### src/include/cbrw_pkg.sv
// constants and types for the contactless block read/write command handler
package cbrw_pkg;
  localparam int BYTE_W = 8;
  typedef logic [BYTE_W-1:0] cbrw_byte_t;
  // ----------------------------------------------------------------------
  // command and response codes
  // ----------------------------------------------------------------------
  localparam cbrw_byte_t CMD_READ = 8'h06;
  localparam cbrw_byte_t CMD_WRITE = 8'h08;
  localparam cbrw_byte_t RSP_READ = 8'h07;
  localparam cbrw_byte_t RSP_WRITE = 8'h09;
  // ----------------------------------------------------------------------
  // status flags
  // ----------------------------------------------------------------------
  localparam cbrw_byte_t ST_OK = 8'h00;
  localparam cbrw_byte_t ST_ERR = 8'hFF;
  localparam cbrw_byte_t ERR_SVC = 8'hA1;
  localparam cbrw_byte_t ERR_BLK = 8'hA2;
  localparam cbrw_byte_t ERR_MIX = 8'hA3;
  // ----------------------------------------------------------------------
  // field limits and layout
  // ----------------------------------------------------------------------
  localparam cbrw_byte_t K_MIN = 8'h01;
  localparam cbrw_byte_t K_RD_MAX = 8'h0F;
  localparam cbrw_byte_t K_WR_MAX = 8'h0B;
  localparam cbrw_byte_t K_WR_SPLIT = 8'h08;
  localparam cbrw_byte_t M_MIN = 8'h01;
  localparam cbrw_byte_t M_RD_MAX = 8'h0F;
  localparam cbrw_byte_t M_WR_MAX_LO = 8'h0C;
  localparam cbrw_byte_t M_WR_MAX_HI = 8'h0B;
  localparam cbrw_byte_t ID_LAST = 8'h07;
  localparam cbrw_byte_t SVC_ID_BYTES = 8'h02;
  localparam int M_LIST = 16;
  localparam int BLK_SH = 4;
  localparam int EL2_BIT = 7;
  localparam logic [1:0] EP_HEAD = 2'h0;
  localparam logic [1:0] EP_NUM = 2'h1;
  localparam logic [1:0] EP_EXT = 2'h2;
  // ----------------------------------------------------------------------
  // reply byte positions
  // ----------------------------------------------------------------------
  localparam cbrw_byte_t IDX_ID_LAST = 8'h08;
  localparam cbrw_byte_t IDX_SF1 = 8'h09;
  localparam cbrw_byte_t IDX_SF2 = 8'h0A;
  localparam cbrw_byte_t IDX_CNT = 8'h0B;
  localparam cbrw_byte_t RSP_HDR_LEN = 8'h0B;
  localparam cbrw_byte_t RSP_DATA_OFF = 8'h0C;
  typedef enum logic [8:0] {
    ST_CMD  = 9'h001,
    ST_ID   = 9'h002,
    ST_K    = 9'h004,
    ST_SVC  = 9'h008,
    ST_M    = 9'h010,
    ST_LIST = 9'h020,
    ST_DATA = 9'h040,
    ST_SKIP = 9'h080,
    ST_RESP = 9'h100
  } cbrw_state_e;
endpackage

### src/hdl/cbrw_fifo.sv
// reply byte fifo with a registered head
`timescale 1ns/100ps
module cbrw_fifo #(
  parameter int WIDTH = 9,
  parameter int DEPTH = 32
) (
  input wire logic clk_in,
  input wire logic rst_in,
  input wire logic in_valid_in,
  input wire logic [WIDTH-1:0] in_data_in,
  output logic in_ready_out,
  output logic out_valid_out,
  output logic [WIDTH-1:0] out_data_out,
  input wire logic out_ready_in
);
  // depth must be a power of two: pointers wrap by overflow
  localparam int AW = $clog2(DEPTH);
  logic [WIDTH-1:0] mem_r [DEPTH];
  logic [AW-1:0] wp_r, rp_r;
  logic [AW:0] cnt_r;
  logic push, load;

  assign in_ready_out = cnt_r != (AW+1)'(DEPTH);
  assign push = in_valid_in && in_ready_out;
  assign load = (cnt_r != '0) && (!out_valid_out || out_ready_in);

  always_ff @(posedge clk_in) begin
    if (push) begin
      mem_r[wp_r] <= in_data_in;
    end
  end

  always_ff @(posedge clk_in or posedge rst_in) begin
    if (rst_in) begin
      wp_r <= '0;
      rp_r <= '0;
      cnt_r <= '0;
    end else begin
      if (push) begin
        wp_r <= wp_r + 1'b1;
      end
      if (load) begin
        rp_r <= rp_r + 1'b1;
      end
      if (push && !load) begin
        cnt_r <= cnt_r + 1'b1;
      end else if (load && !push) begin
        cnt_r <= cnt_r - 1'b1;
      end
    end
  end

  always_ff @(posedge clk_in or posedge rst_in) begin
    if (rst_in) begin
      out_valid_out <= 1'b0;
      out_data_out <= '0;
    end else if (load) begin
      out_valid_out <= 1'b1;
      out_data_out <= mem_r[rp_r];
    end else if (out_ready_in) begin
      out_valid_out <= 1'b0;
    end
  end
endmodule // cbrw_fifo

### src/hdl/cbrw_cmd.sv
// block read/write command handler of a contactless tag
`timescale 1ns/100ps
module cbrw_cmd #(
  parameter int NUM_BLOCKS = 32,
  parameter logic [63:0] TAG_ID = 64'h0123_4567_89AB_CDEF, // arbitrary
  parameter int FIFO_DEPTH = 32
) (
  input wire logic clk_in,
  input wire logic rst_in,
  input wire cbrw_pkg::cbrw_byte_t rx_data_in,
  input wire logic rx_valid_in,
  input wire logic rx_last_in,
  output logic rx_ready_out,
  output cbrw_pkg::cbrw_byte_t tx_data_out,
  output logic tx_valid_out,
  output logic tx_last_out,
  input wire logic tx_ready_in
);
  import cbrw_pkg::*;
  localparam int BW = $clog2(NUM_BLOCKS);

  cbrw_state_e state_r, state_nxt;
  cbrw_byte_t cnt_r, cnt_nxt, k_r, k_nxt, m_r, m_nxt, sf2_r, sf2_nxt;
  cbrw_byte_t dcnt_r, dcnt_nxt, txi_r, txi_nxt;
  cbrw_byte_t tx_byte, tx_len, m_lim, di;
  logic [1:0][BYTE_W-1:0] svc0_r, svc0_nxt;
  logic wr_r, wr_nxt, done_r, done_nxt, idok_r, idok_nxt;
  logic idbad_r, idbad_nxt, el3_r, el3_nxt;
  logic [1:0] ep_r, ep_nxt;
  logic [3:0] ent_r, ent_nxt;
  logic rx_ready_r, acc, push, f_ready, tx_last;
  cbrw_byte_t mem_r [NUM_BLOCKS << BLK_SH];
  logic [BW-1:0] blist_r [M_LIST];
  logic [BW+BLK_SH-1:0] wr_addr, rd_addr;

  function automatic cbrw_byte_t id_byte(input cbrw_byte_t i);
    id_byte = TAG_ID[int'(ID_LAST - i) * BYTE_W +: BYTE_W];
  endfunction

  assign acc = rx_valid_in && rx_ready_r;
  assign push = state_r == ST_RESP;
  assign rx_ready_out = rx_ready_r;

  // ----------------------------------------------------------------------
  // request parser
  // ----------------------------------------------------------------------
  always_comb begin
    m_lim = !wr_r ? M_RD_MAX :
            (k_r <= K_WR_SPLIT) ? M_WR_MAX_LO : M_WR_MAX_HI;
  end

  always_comb begin
    state_nxt = state_r;
    cnt_nxt = cnt_r;
    k_nxt = k_r;
    m_nxt = m_r;
    sf2_nxt = sf2_r;
    dcnt_nxt = dcnt_r;
    txi_nxt = txi_r;
    svc0_nxt = svc0_r;
    wr_nxt = wr_r;
    done_nxt = done_r;
    idok_nxt = idok_r;
    idbad_nxt = idbad_r;
    el3_nxt = el3_r;
    ep_nxt = ep_r;
    ent_nxt = ent_r;
    if (acc) begin
      unique case (state_r)
        ST_CMD: begin
          wr_nxt = rx_data_in == CMD_WRITE;
          cnt_nxt = '0;
          sf2_nxt = ST_OK;
          done_nxt = 1'b0;
          idok_nxt = 1'b0;
          idbad_nxt = 1'b0;
          state_nxt = (rx_data_in == CMD_READ || rx_data_in == CMD_WRITE) ?
                      ST_ID : ST_SKIP;
        end
        ST_ID: begin
          if (rx_data_in != id_byte(cnt_r)) begin
            idbad_nxt = 1'b1;
          end
          cnt_nxt = cnt_r + 8'h01;
          if (cnt_r == ID_LAST) begin
            cnt_nxt = '0;
            idok_nxt = !idbad_nxt;
            state_nxt = idbad_nxt ? ST_SKIP : ST_K;
          end
        end
        ST_K: begin
          k_nxt = rx_data_in;
          if (rx_data_in < K_MIN ||
              rx_data_in > (wr_r ? K_WR_MAX : K_RD_MAX)) begin
            sf2_nxt = ERR_SVC;
            state_nxt = ST_SKIP;
          end else begin
            state_nxt = ST_SVC;
          end
        end
        ST_SVC: begin
          // identifier value itself is ignored, only sameness matters
          if (cnt_r < SVC_ID_BYTES) begin
            svc0_nxt[cnt_r[0]] = rx_data_in;
          end else if (rx_data_in != svc0_r[cnt_r[0]]) begin
            sf2_nxt = ERR_MIX;
            state_nxt = ST_SKIP;
          end
          cnt_nxt = cnt_r + 8'h01;
          if (state_nxt == ST_SVC &&
              cnt_r == cbrw_byte_t'((k_r << 1) - 8'h01)) begin
            state_nxt = ST_M;
          end
        end
        ST_M: begin
          m_nxt = rx_data_in;
          ent_nxt = '0;
          ep_nxt = EP_HEAD;
          if (rx_data_in < M_MIN || rx_data_in > m_lim) begin
            sf2_nxt = ERR_BLK;
            state_nxt = ST_SKIP;
          end else begin
            state_nxt = ST_LIST;
          end
        end
        ST_LIST: begin
          // head byte bit set marks a two-byte entry
          if (ep_r == EP_HEAD) begin
            el3_nxt = !rx_data_in[EL2_BIT];
            ep_nxt = EP_NUM;
          end else if (ep_r == EP_NUM && el3_r) begin
            ep_nxt = EP_EXT;
          end else begin
            ep_nxt = EP_HEAD;
            ent_nxt = ent_r + 4'h1;
            if (ent_r == 4'(m_r - 8'h01)) begin
              dcnt_nxt = '0;
              done_nxt = !wr_r;
              state_nxt = wr_r ? ST_DATA : ST_SKIP;
            end
          end
        end
        ST_DATA: begin
          dcnt_nxt = dcnt_r + 8'h01;
          if (dcnt_r == cbrw_byte_t'((m_r << BLK_SH) - 8'h01)) begin
            done_nxt = 1'b1;
            state_nxt = ST_SKIP;
          end
        end
        ST_SKIP, ST_RESP: begin
        end
      endcase
      // the frame end decides: reply, or drop a broken/foreign request
      if (rx_last_in) begin
        state_nxt = (idok_nxt && (done_nxt || sf2_nxt != ST_OK)) ?
                    ST_RESP : ST_CMD;
      end
    end
    if (push && f_ready) begin
      txi_nxt = txi_r + 8'h01;
      if (tx_last) begin
        txi_nxt = '0;
        state_nxt = ST_CMD;
      end
    end
  end

  always_ff @(posedge clk_in or posedge rst_in) begin
    if (rst_in) begin
      state_r <= ST_CMD;
      cnt_r <= '0;
      k_r <= '0;
      m_r <= '0;
      sf2_r <= ST_OK;
      dcnt_r <= '0;
      txi_r <= '0;
      svc0_r <= '0;
      wr_r <= 1'b0;
      done_r <= 1'b0;
      idok_r <= 1'b0;
      idbad_r <= 1'b0;
      el3_r <= 1'b0;
      ep_r <= EP_HEAD;
      ent_r <= '0;
    end else begin
      state_r <= state_nxt;
      cnt_r <= cnt_nxt;
      k_r <= k_nxt;
      m_r <= m_nxt;
      sf2_r <= sf2_nxt;
      dcnt_r <= dcnt_nxt;
      txi_r <= txi_nxt;
      svc0_r <= svc0_nxt;
      wr_r <= wr_nxt;
      done_r <= done_nxt;
      idok_r <= idok_nxt;
      idbad_r <= idbad_nxt;
      el3_r <= el3_nxt;
      ep_r <= ep_nxt;
      ent_r <= ent_nxt;
    end
  end

  // input is held off until the last reply byte is pushed into the fifo, so requests never overlap reply building
  always_ff @(posedge clk_in or posedge rst_in) begin
    if (rst_in) begin
      rx_ready_r <= 1'b0;
    end else begin
      rx_ready_r <= state_nxt != ST_RESP;
    end
  end

  // ----------------------------------------------------------------------
  // block list and block storage
  // ----------------------------------------------------------------------
  // block numbers wrap modulo the block count; no range error is raised
  assign wr_addr = {blist_r[dcnt_r[BYTE_W-1:BLK_SH]], dcnt_r[BLK_SH-1:0]};

  always_ff @(posedge clk_in) begin
    if (acc && state_r == ST_LIST && ep_r == EP_NUM) begin
      blist_r[ent_r] <= rx_data_in[BW-1:0];
    end
  end

  always_ff @(posedge clk_in) begin
    if (acc && state_r == ST_DATA) begin
      mem_r[wr_addr] <= rx_data_in;
    end
  end

  // ----------------------------------------------------------------------
  // reply builder
  // ----------------------------------------------------------------------
  always_comb begin
    di = txi_r - RSP_DATA_OFF;
    rd_addr = {blist_r[di[BYTE_W-1:BLK_SH]], di[BLK_SH-1:0]};
    tx_len = (!wr_r && sf2_r == ST_OK) ?
             cbrw_byte_t'(RSP_DATA_OFF + (m_r << BLK_SH)) :
             RSP_HDR_LEN;
    tx_last = txi_r == cbrw_byte_t'(tx_len - 8'h01);
    if (txi_r == '0) begin
      tx_byte = wr_r ? RSP_WRITE : RSP_READ;
    end else if (txi_r <= IDX_ID_LAST) begin
      tx_byte = id_byte(txi_r - 8'h01);
    end else if (txi_r == IDX_SF1) begin
      tx_byte = (sf2_r == ST_OK) ? ST_OK : ST_ERR;
    end else if (txi_r == IDX_SF2) begin
      tx_byte = sf2_r;
    end else if (txi_r == IDX_CNT) begin
      tx_byte = m_r;
    end else begin
      tx_byte = mem_r[rd_addr];
    end
  end

  cbrw_fifo #(
    .WIDTH(BYTE_W + 1),
    .DEPTH(FIFO_DEPTH)
  ) u_fifo (
    .clk_in(clk_in),
    .rst_in(rst_in),
    .in_valid_in(push),
    .in_data_in({tx_last, tx_byte}),
    .in_ready_out(f_ready),
    .out_valid_out(tx_valid_out),
    .out_data_out({tx_last_out, tx_data_out}),
    .out_ready_in(tx_ready_in)
  );
endmodule // cbrw_cmd

### config.mk
export PLATFORM = sky130hd
export DESIGN_NAME = cbrw_cmd
export DESIGN_NICKNAME = d
export VERILOG_FILES = /design/src/include/cbrw_pkg.sv /design/src/hdl/cbrw_fifo.sv /design/src/hdl/cbrw_cmd.sv
export SDC_FILE = /design/constraint.sdc
export NUM_CORES = 2
export LEC_CHECK = 0
export BUFFER_PORTS_ARGS = -buffer_cell sky130_fd_sc_hd__buf_2
export CAP_MARGIN = 5
export CORE_MARGIN = 3
export CORE_UTILIZATION = 40
export CTS_CLUSTER_DIAMETER = 120
export DETAILED_ROUTE_END_ITERATION = 12
export SYNTH_ARGS = -nofsm -noshare
export SYNTH_HDL_FRONTEND = slang
export SYNTH_MEMORY_MAX_BITS = 65536
export SYNTH_SLANG_ARGS = --single-unit
### constraint.sdc
create_clock -name clk_in -period 9.7 [get_ports clk_in]
set_input_delay 0.97 -clock clk_in [delete_from_list [all_inputs] [get_ports clk_in]]
set_output_delay 0.97 -clock clk_in [all_outputs]
set_load 0.02 [all_outputs]
# Yosys cells after proc, flatten, opt, wreduce, memory -nomap -nowiden
# Memories as Yosys holds them, arrays and structs flattened. A register that Yosys moved wholly into a read port is not among the register bits.
# Index checks and enable logic that the tools add are counted.
# totals
ff_bits,102
latchBits,0
ram_bits,4464
rom_bits,0
in_bits,13
out_inout_bits,11
elab_cells,202
mem_count,3
# memory_table
name,words,word_bits,rd,rd_ports_with_merged_regs,write_ports,line_no,text
mem_r,512,8,1,0,1,cbrw_cmd.sv:32,cbrw_byte_t mem_r [NUM_BLOCKS << BLK_SH];
u_fifo.mem_r,32,9,1,1,1,cbrw_fifo.sv:18,logic [WIDTH-1:0] mem_r [DEPTH];
blist_r,16,5,2,0,1,cbrw_cmd.sv:33,logic [BW-1:0] blist_r [M_LIST];
# op_classes
addsub,17
mul,0
div,0
n_lt_le_gt_ge,8
eq_ne,27
n_shift,2
mux,79
n_bitwise,0
n_reduce_logical,45
# ops
operator,n
8-bit 2-to-1 mux,25
9-bit 2-to-1 mux,15
64-bit by 12-bit indexed part select with 8-bit output (first input constant),2
9-bit one-hot mux with 7 select lines,1
8-bit by 4-bit == test with 1-bit output (second input constant),4
8-bit one-hot mux with 4 select lines,1
8-bit by 1-bit subtractor with 8-bit output (second input constant),4
8-bit by 1-bit adder with 8-bit output (second input constant),3
8-bit == test,3
8-bit one-hot mux with 3 select lines,1
9-bit by 4-bit == test with 1-bit output (second input constant),2
1-bit 2-to-1 mux,18
3-bit by 8-bit subtractor with 9-bit output (first input constant),2
16-bit bitwise mux,1
8-bit by 3-bit == test with 1-bit output (second input constant),2
8-bit by 4-bit > comparator with 1-bit output,2
8-bit by 4-bit <= comparator with 1-bit output (second input constant),2
8-bit zero test,2
8-bit != test,2
8-bit one-hot mux with 2 select lines,1
1-bit logical AND,13
4-bit 2-to-1 mux,3
6-bit 2-to-1 mux,2
2-bit AND reduction,6
40 further kinds,61

# Depth between registers and ports, before layout
# depth
depth_word,17
ltp_mapped,18
mapped_depth_nobuf,18

# By module
# From an unflattened synthesis, not the netlist that was laid out.
# unflattened
hier_cells,8313
area_unflattened_um2,179996.4
# modules_own_cells
module,instances,cells_each,area_per_inst_um2,seq_area_each_um2
cbrw_cmd,1,7611,167316.7,127528.6
cbrw_fifo,1,702,12679.7,9298.9

# Least setup slack after synthesis
# OpenSTA, ideal clock, no wires.
# synth_timing
path_kind,register to register
start,reg txi_r[2]
end,mem u_fifo.mem_r[0][2] (data pin)
setup_ns,0.467
arrival_time_ns,5.194
t_required_ns,9.233
slack_ns,4.038
stages_incl_launch_ff,16
n_path_buf,7
cell_sequence,dfrtp_1 buf_2 buf_2 buf_2 buf_1 inv_1 ha_1 buf_1 clkbuf_1 clkbuf_1 mux4_2 nand2_1 nand3_1 nand3_1 a32o_1 o31ai_1
# synth_between
elab_chain_len,8
# synth_rtl
element,line_no,text
start: declaration,cbrw_cmd.sv:24,"cbrw_byte_t dcnt_r, dcnt_nxt, txi_r, txi_nxt;"
start signal: assignment,cbrw_cmd.sv:192,txi_r <= txi_nxt;
8-bit by 4-bit subtractor with 8-bit output,cbrw_cmd.sv:235,di = txi_r - RSP_DATA_OFF;
memory 16 x 5 bit,n/a,
memory 512 x 8 bit,n/a,
8-bit 2-to-1 mux,cbrw_cmd.sv:249,end else if (txi_r == IDX_CNT) begin
8-bit 2-to-1 mux,cbrw_cmd.sv:247,end else if (txi_r == IDX_SF2) begin
8-bit 2-to-1 mux,cbrw_cmd.sv:245,end else if (txi_r == IDX_SF1) begin
8-bit 2-to-1 mux,cbrw_cmd.sv:243,end else if (txi_r <= IDX_ID_LAST) begin
8-bit 2-to-1 mux *,cbrw_cmd.sv:241,if (txi_r == '0) begin
net tx_byte[2],cbrw_cmd.sv:25,"cbrw_byte_t tx_byte, tx_len, m_lim, di;"
end: declaration,cbrw_fifo.sv:18,
# The timed path passes the listed nets; every way through them passes the cells marked *.

# Worst setup path after layout
# layout_timing
start,reg txi_r[2]
end,mem u_fifo.mem_r[16][1] (data pin)
# Same word-level chain as after synthesis.

==> impl_metrics.json <==
{
  "status": "complete, no violations",
  "mostFrequentLayoutCell": "edfxtp_1",
  "synth_edf_count": 4464,
  "final_cell_area_mm2": 0.2021,
  "worstSetupEndpointType": "flip-flop",
  "grt.overflow.total": 0,
  "hold_path_class": "primary input to async pin",
  "syn_inst": 8153,
  "max_cap_viol_count": 0,
  "worstPathCellList": "ha_1 -> xnor2_4 -> buf_4 -> mux4_2 -> a22o_1 -> nor2_4 -> buf_4 -> nand2_1 -> nand3_1 -> a21oi_1 -> o31ai_1 -> a31o_1",
  "synth_top_area_share_pct": 74.45,
  "timing.setup.tns_ns": 0,
  "cts-root-buf": "clkbuf_16",
  "crit_type": "flip-flop to flip-flop",
  "synth_seq_cells": 4575,
  "nNetsFinal": 8365,
  "dp_cells": 13790,
  "ys.flop_type": "edfxtp_1",
  "first_pass_iters": 10,
  "critical_path.top_delay_family": "compound AO/OA/AOI/OAI gates",
  "drive_gt1_share_pct": 27.06,
  "synth_cell_types": 83,
  "ys_seq_area_share_pct": 75.99,
  "p_leak_nw": 61.38,
  "die_area_mm2": 0.4582,
  "numPortBuffers": 23,
  "intPower_mw": 38.71,
  "ant_nets": 0,
  "core_area_mm2": 0.4469,
  "initial_core_util_pct": 40.29,
  "dpl-instance-area_mm2": 0.1875,
  "die_w_um": 676.9,
  "skew_ns": 0.05825,
  "async_flop_share_pct": 2.426,
  "hold_violations": 0,
  "yosysWarnings": 0,
  "finalSetupViolations": 0,
  "stdcell_count": 14630,
  "tightestPinTransition_ns": 1.419,
  "path_clk_slew_ns": 0.06,
  "cts_buffers": 451,
  "cts_tree": "built",
  "drt_iter0_drc": 10100,
  "grt_pass1_wl_mm": 651.9,
  "slowest_delay_ns": 1.11,
  "routed_wl_mm": 452.8,
  "yosys.area.top_type": "edfxtp_1",
  "switching_share_pct": 30.94,
  "drc": 0,
  "p_sw_mw": 17.34,
  "cp.arrival_ns": 6.99,
  "cts_resized": 0,
  "area_growth_syn_to_layout_pct": 12.22,
  "fin_crit_ns": 6.399,
  "grt_use_total_pct": 19.55,
  "fmax_ghz": 0.1563,
  "power_frac_comb_pct": 29.1,
  "power.share.clock_pct": 30.8,
  "crit_path_frequent_cell": "buf_4",
  "synth_fp_nets": 8204,
  "postCtsSetupRepairBufs": 0,
  "crit_required_ns": 10.29,
  "clockBufferDepth": 4,
  "grt_max_degree": 173,
  "die_h_um": 676.9,
  "clk_latency_ns": 1.00,
  "gp_congestion": 0.8720,
  "report.final.slew_viol_count": 0,
  "powerDensity_mw_per_mm2": 277.4,
  "synth.avg_cell_area_um2": 22.09,
  "vdd_drop_max_uv": 236.5,
  "wl_per_cell_um": 30.94,
  "grt_setup_unrepaired": "false",
  "htree_num_levels": 5,
  "antenna_found_initial": 24,
  "startpoint_type": "flip-flop",
  "hold_buffers": 0,
  "synthTopCellsByArea": "edfxtp_1 (74%), mux4_2 (18%), dfrtp_1 (1.5%)",
  "crit_slowest_cell": "a31o_1",
  "vias": 84550,
  "slew_headroom_pct": 5.427,
  "period_share_pct": 65.97,
  "hpwlAfterDp_mm": 273.3,
  "row_count": 245,
  "power_frac_seq_pct": 40.1,
  "grt_pass1_vias": 86040,
  "cp_max_fo": 44,
  "via_per_inst": 5.778,
  "synth_area_mm2": 0.1801,
  "num_io_pins": 24,
  "cts.sinks": 4575,
  "crit_buf_inv": 2,
  "final_cell_mix": "edfxtp_1 (4,464), mux4_2 (1,413), nor2_1 (622), clkbuf_16 (453), nand2_1 (247)"
}
## per-stage QoR
step	power (mW)	hold WS, ns	worst slack [ns]	util (%)
finish	56.04	0.07303	3.301	45.21
global route	57.89	0.07453	3.076	45.21
CTS	56.52	0.01452	3.449	45.20
detailed placement	39.37	0.4746	3.453	41.94
global placement	39.32	0.4612	3.558	41.94
floorplan	32.96	0.4492	4.038	-
## power groups by stage
stage               clock network (mW)  logic, mW  registers, mW
CTS                               17.5       16.5           22.5
floorplan                            0       10.2           22.7
detailed placement                   0       16.4           22.9
global route                      18.3       17.1           22.5
finish                            17.2       16.3           22.5
global placement                     0       16.4           22.9
## sequential cells by signal, summed over array words and instances, names as in the netlist, 9 cells and up
register,count
state_r,9
svc0_r,16
mem_r,4096
blist_r,80
u_fifo.mem_r,288
u_fifo.out_data_out,9
## layer usage
layer,track usage (%),up-vias,share of wire [%]
met5,0,-,0.0057
met1,27.71,45780,41
met3,3.878,662,8.1
met2,30.81,3546,48
met4,5.977,4,3.4
li1,-,34560,-
## final timing paths
path,from,endpoint,slack [ns],depth (start not counted)
min,rst_in,u_fifo.cnt_r[0],0.07,2
min in group clk_in,tx_ready_in,u_fifo.out_valid_out,0.26,3
max reg2reg,txi_r[2],u_fifo.mem_r[16][1],3.30,12
min reg2reg,u_fifo.out_data_out[4],u_fifo.out_data_out[4],0.48,2
max,txi_r[2],u_fifo.mem_r[16][1],3.30,12
max in group asynchronous,rst_in,txi_r[1],8.12,3
## cell usage after synthesis, drive strengths merged, types with 5 or more instances
| master | n |
|---|---|
| o22ai | 10 |
| nor3 | 32 |
| or3 | 6 |
| a32o | 5 |
| o31ai | 6 |
| ha | 37 |
| a31oi | 11 |
| nor2 | 626 |
| o2111ai | 5 |
| dfrtp | 110 |
| nand3 | 95 |
| nand4 | 25 |
| a211oi | 5 |
| buf | 218 |
| nor4 | 10 |
| nand3b | 9 |
| mux2i | 120 |
| and3 | 15 |
| inv | 34 |
| o211ai | 5 |
| nand2 | 251 |
| a21oi | 46 |
| a22o | 9 |
| nand2b | 10 |
| a22oi | 8 |
| xor2 | 22 |
| a221oi | 5 |
| a21o | 9 |
| clkbuf | 266 |
| xnor2 | 38 |
| and2 | 7 |
| nor2b | 21 |
| edfxtp | 4464 |
| mux2 | 48 |
| mux4 | 1413 |
| o21ai | 83 |
## final cells by class
type | instances | area [µm²]
Multi-Input combinational cell | 3060 | 41370
Tap cell | 5928 | 7417
Timing Repair Buffer | 192 | 1717
Fill cell | 36900 | 244900
Clock buffer | 539 | 11670
Antenna cell | 13 | 32.53
Inverter | 34 | 130.1
Sequential cell | 4575 | 136800
Clock inverter | 292 | 2880
## cells by family (layout without fill, tap and decap cells)
| group | Yosys count | in the layout | share of synthesized area (%) |
|---|---|---|---|
| flops | 4575 | 4575 | 75.99 |
| mux | 1581 | 1581 | 18.64 |
| simple gates | 1132 | 1132 | 2.667 |
| buf+inv | 518 | 1057 | 1.215 |
| compound gates | 248 | 248 | 0.9040 |
| xor+xnor | 61 | 61 | 0.3169 |
| fa+ha+maj | 38 | 38 | 0.2682 |
| other cells | 0 | 13 | 0 |
Note: power is estimated with default switching activity, not from simulation.
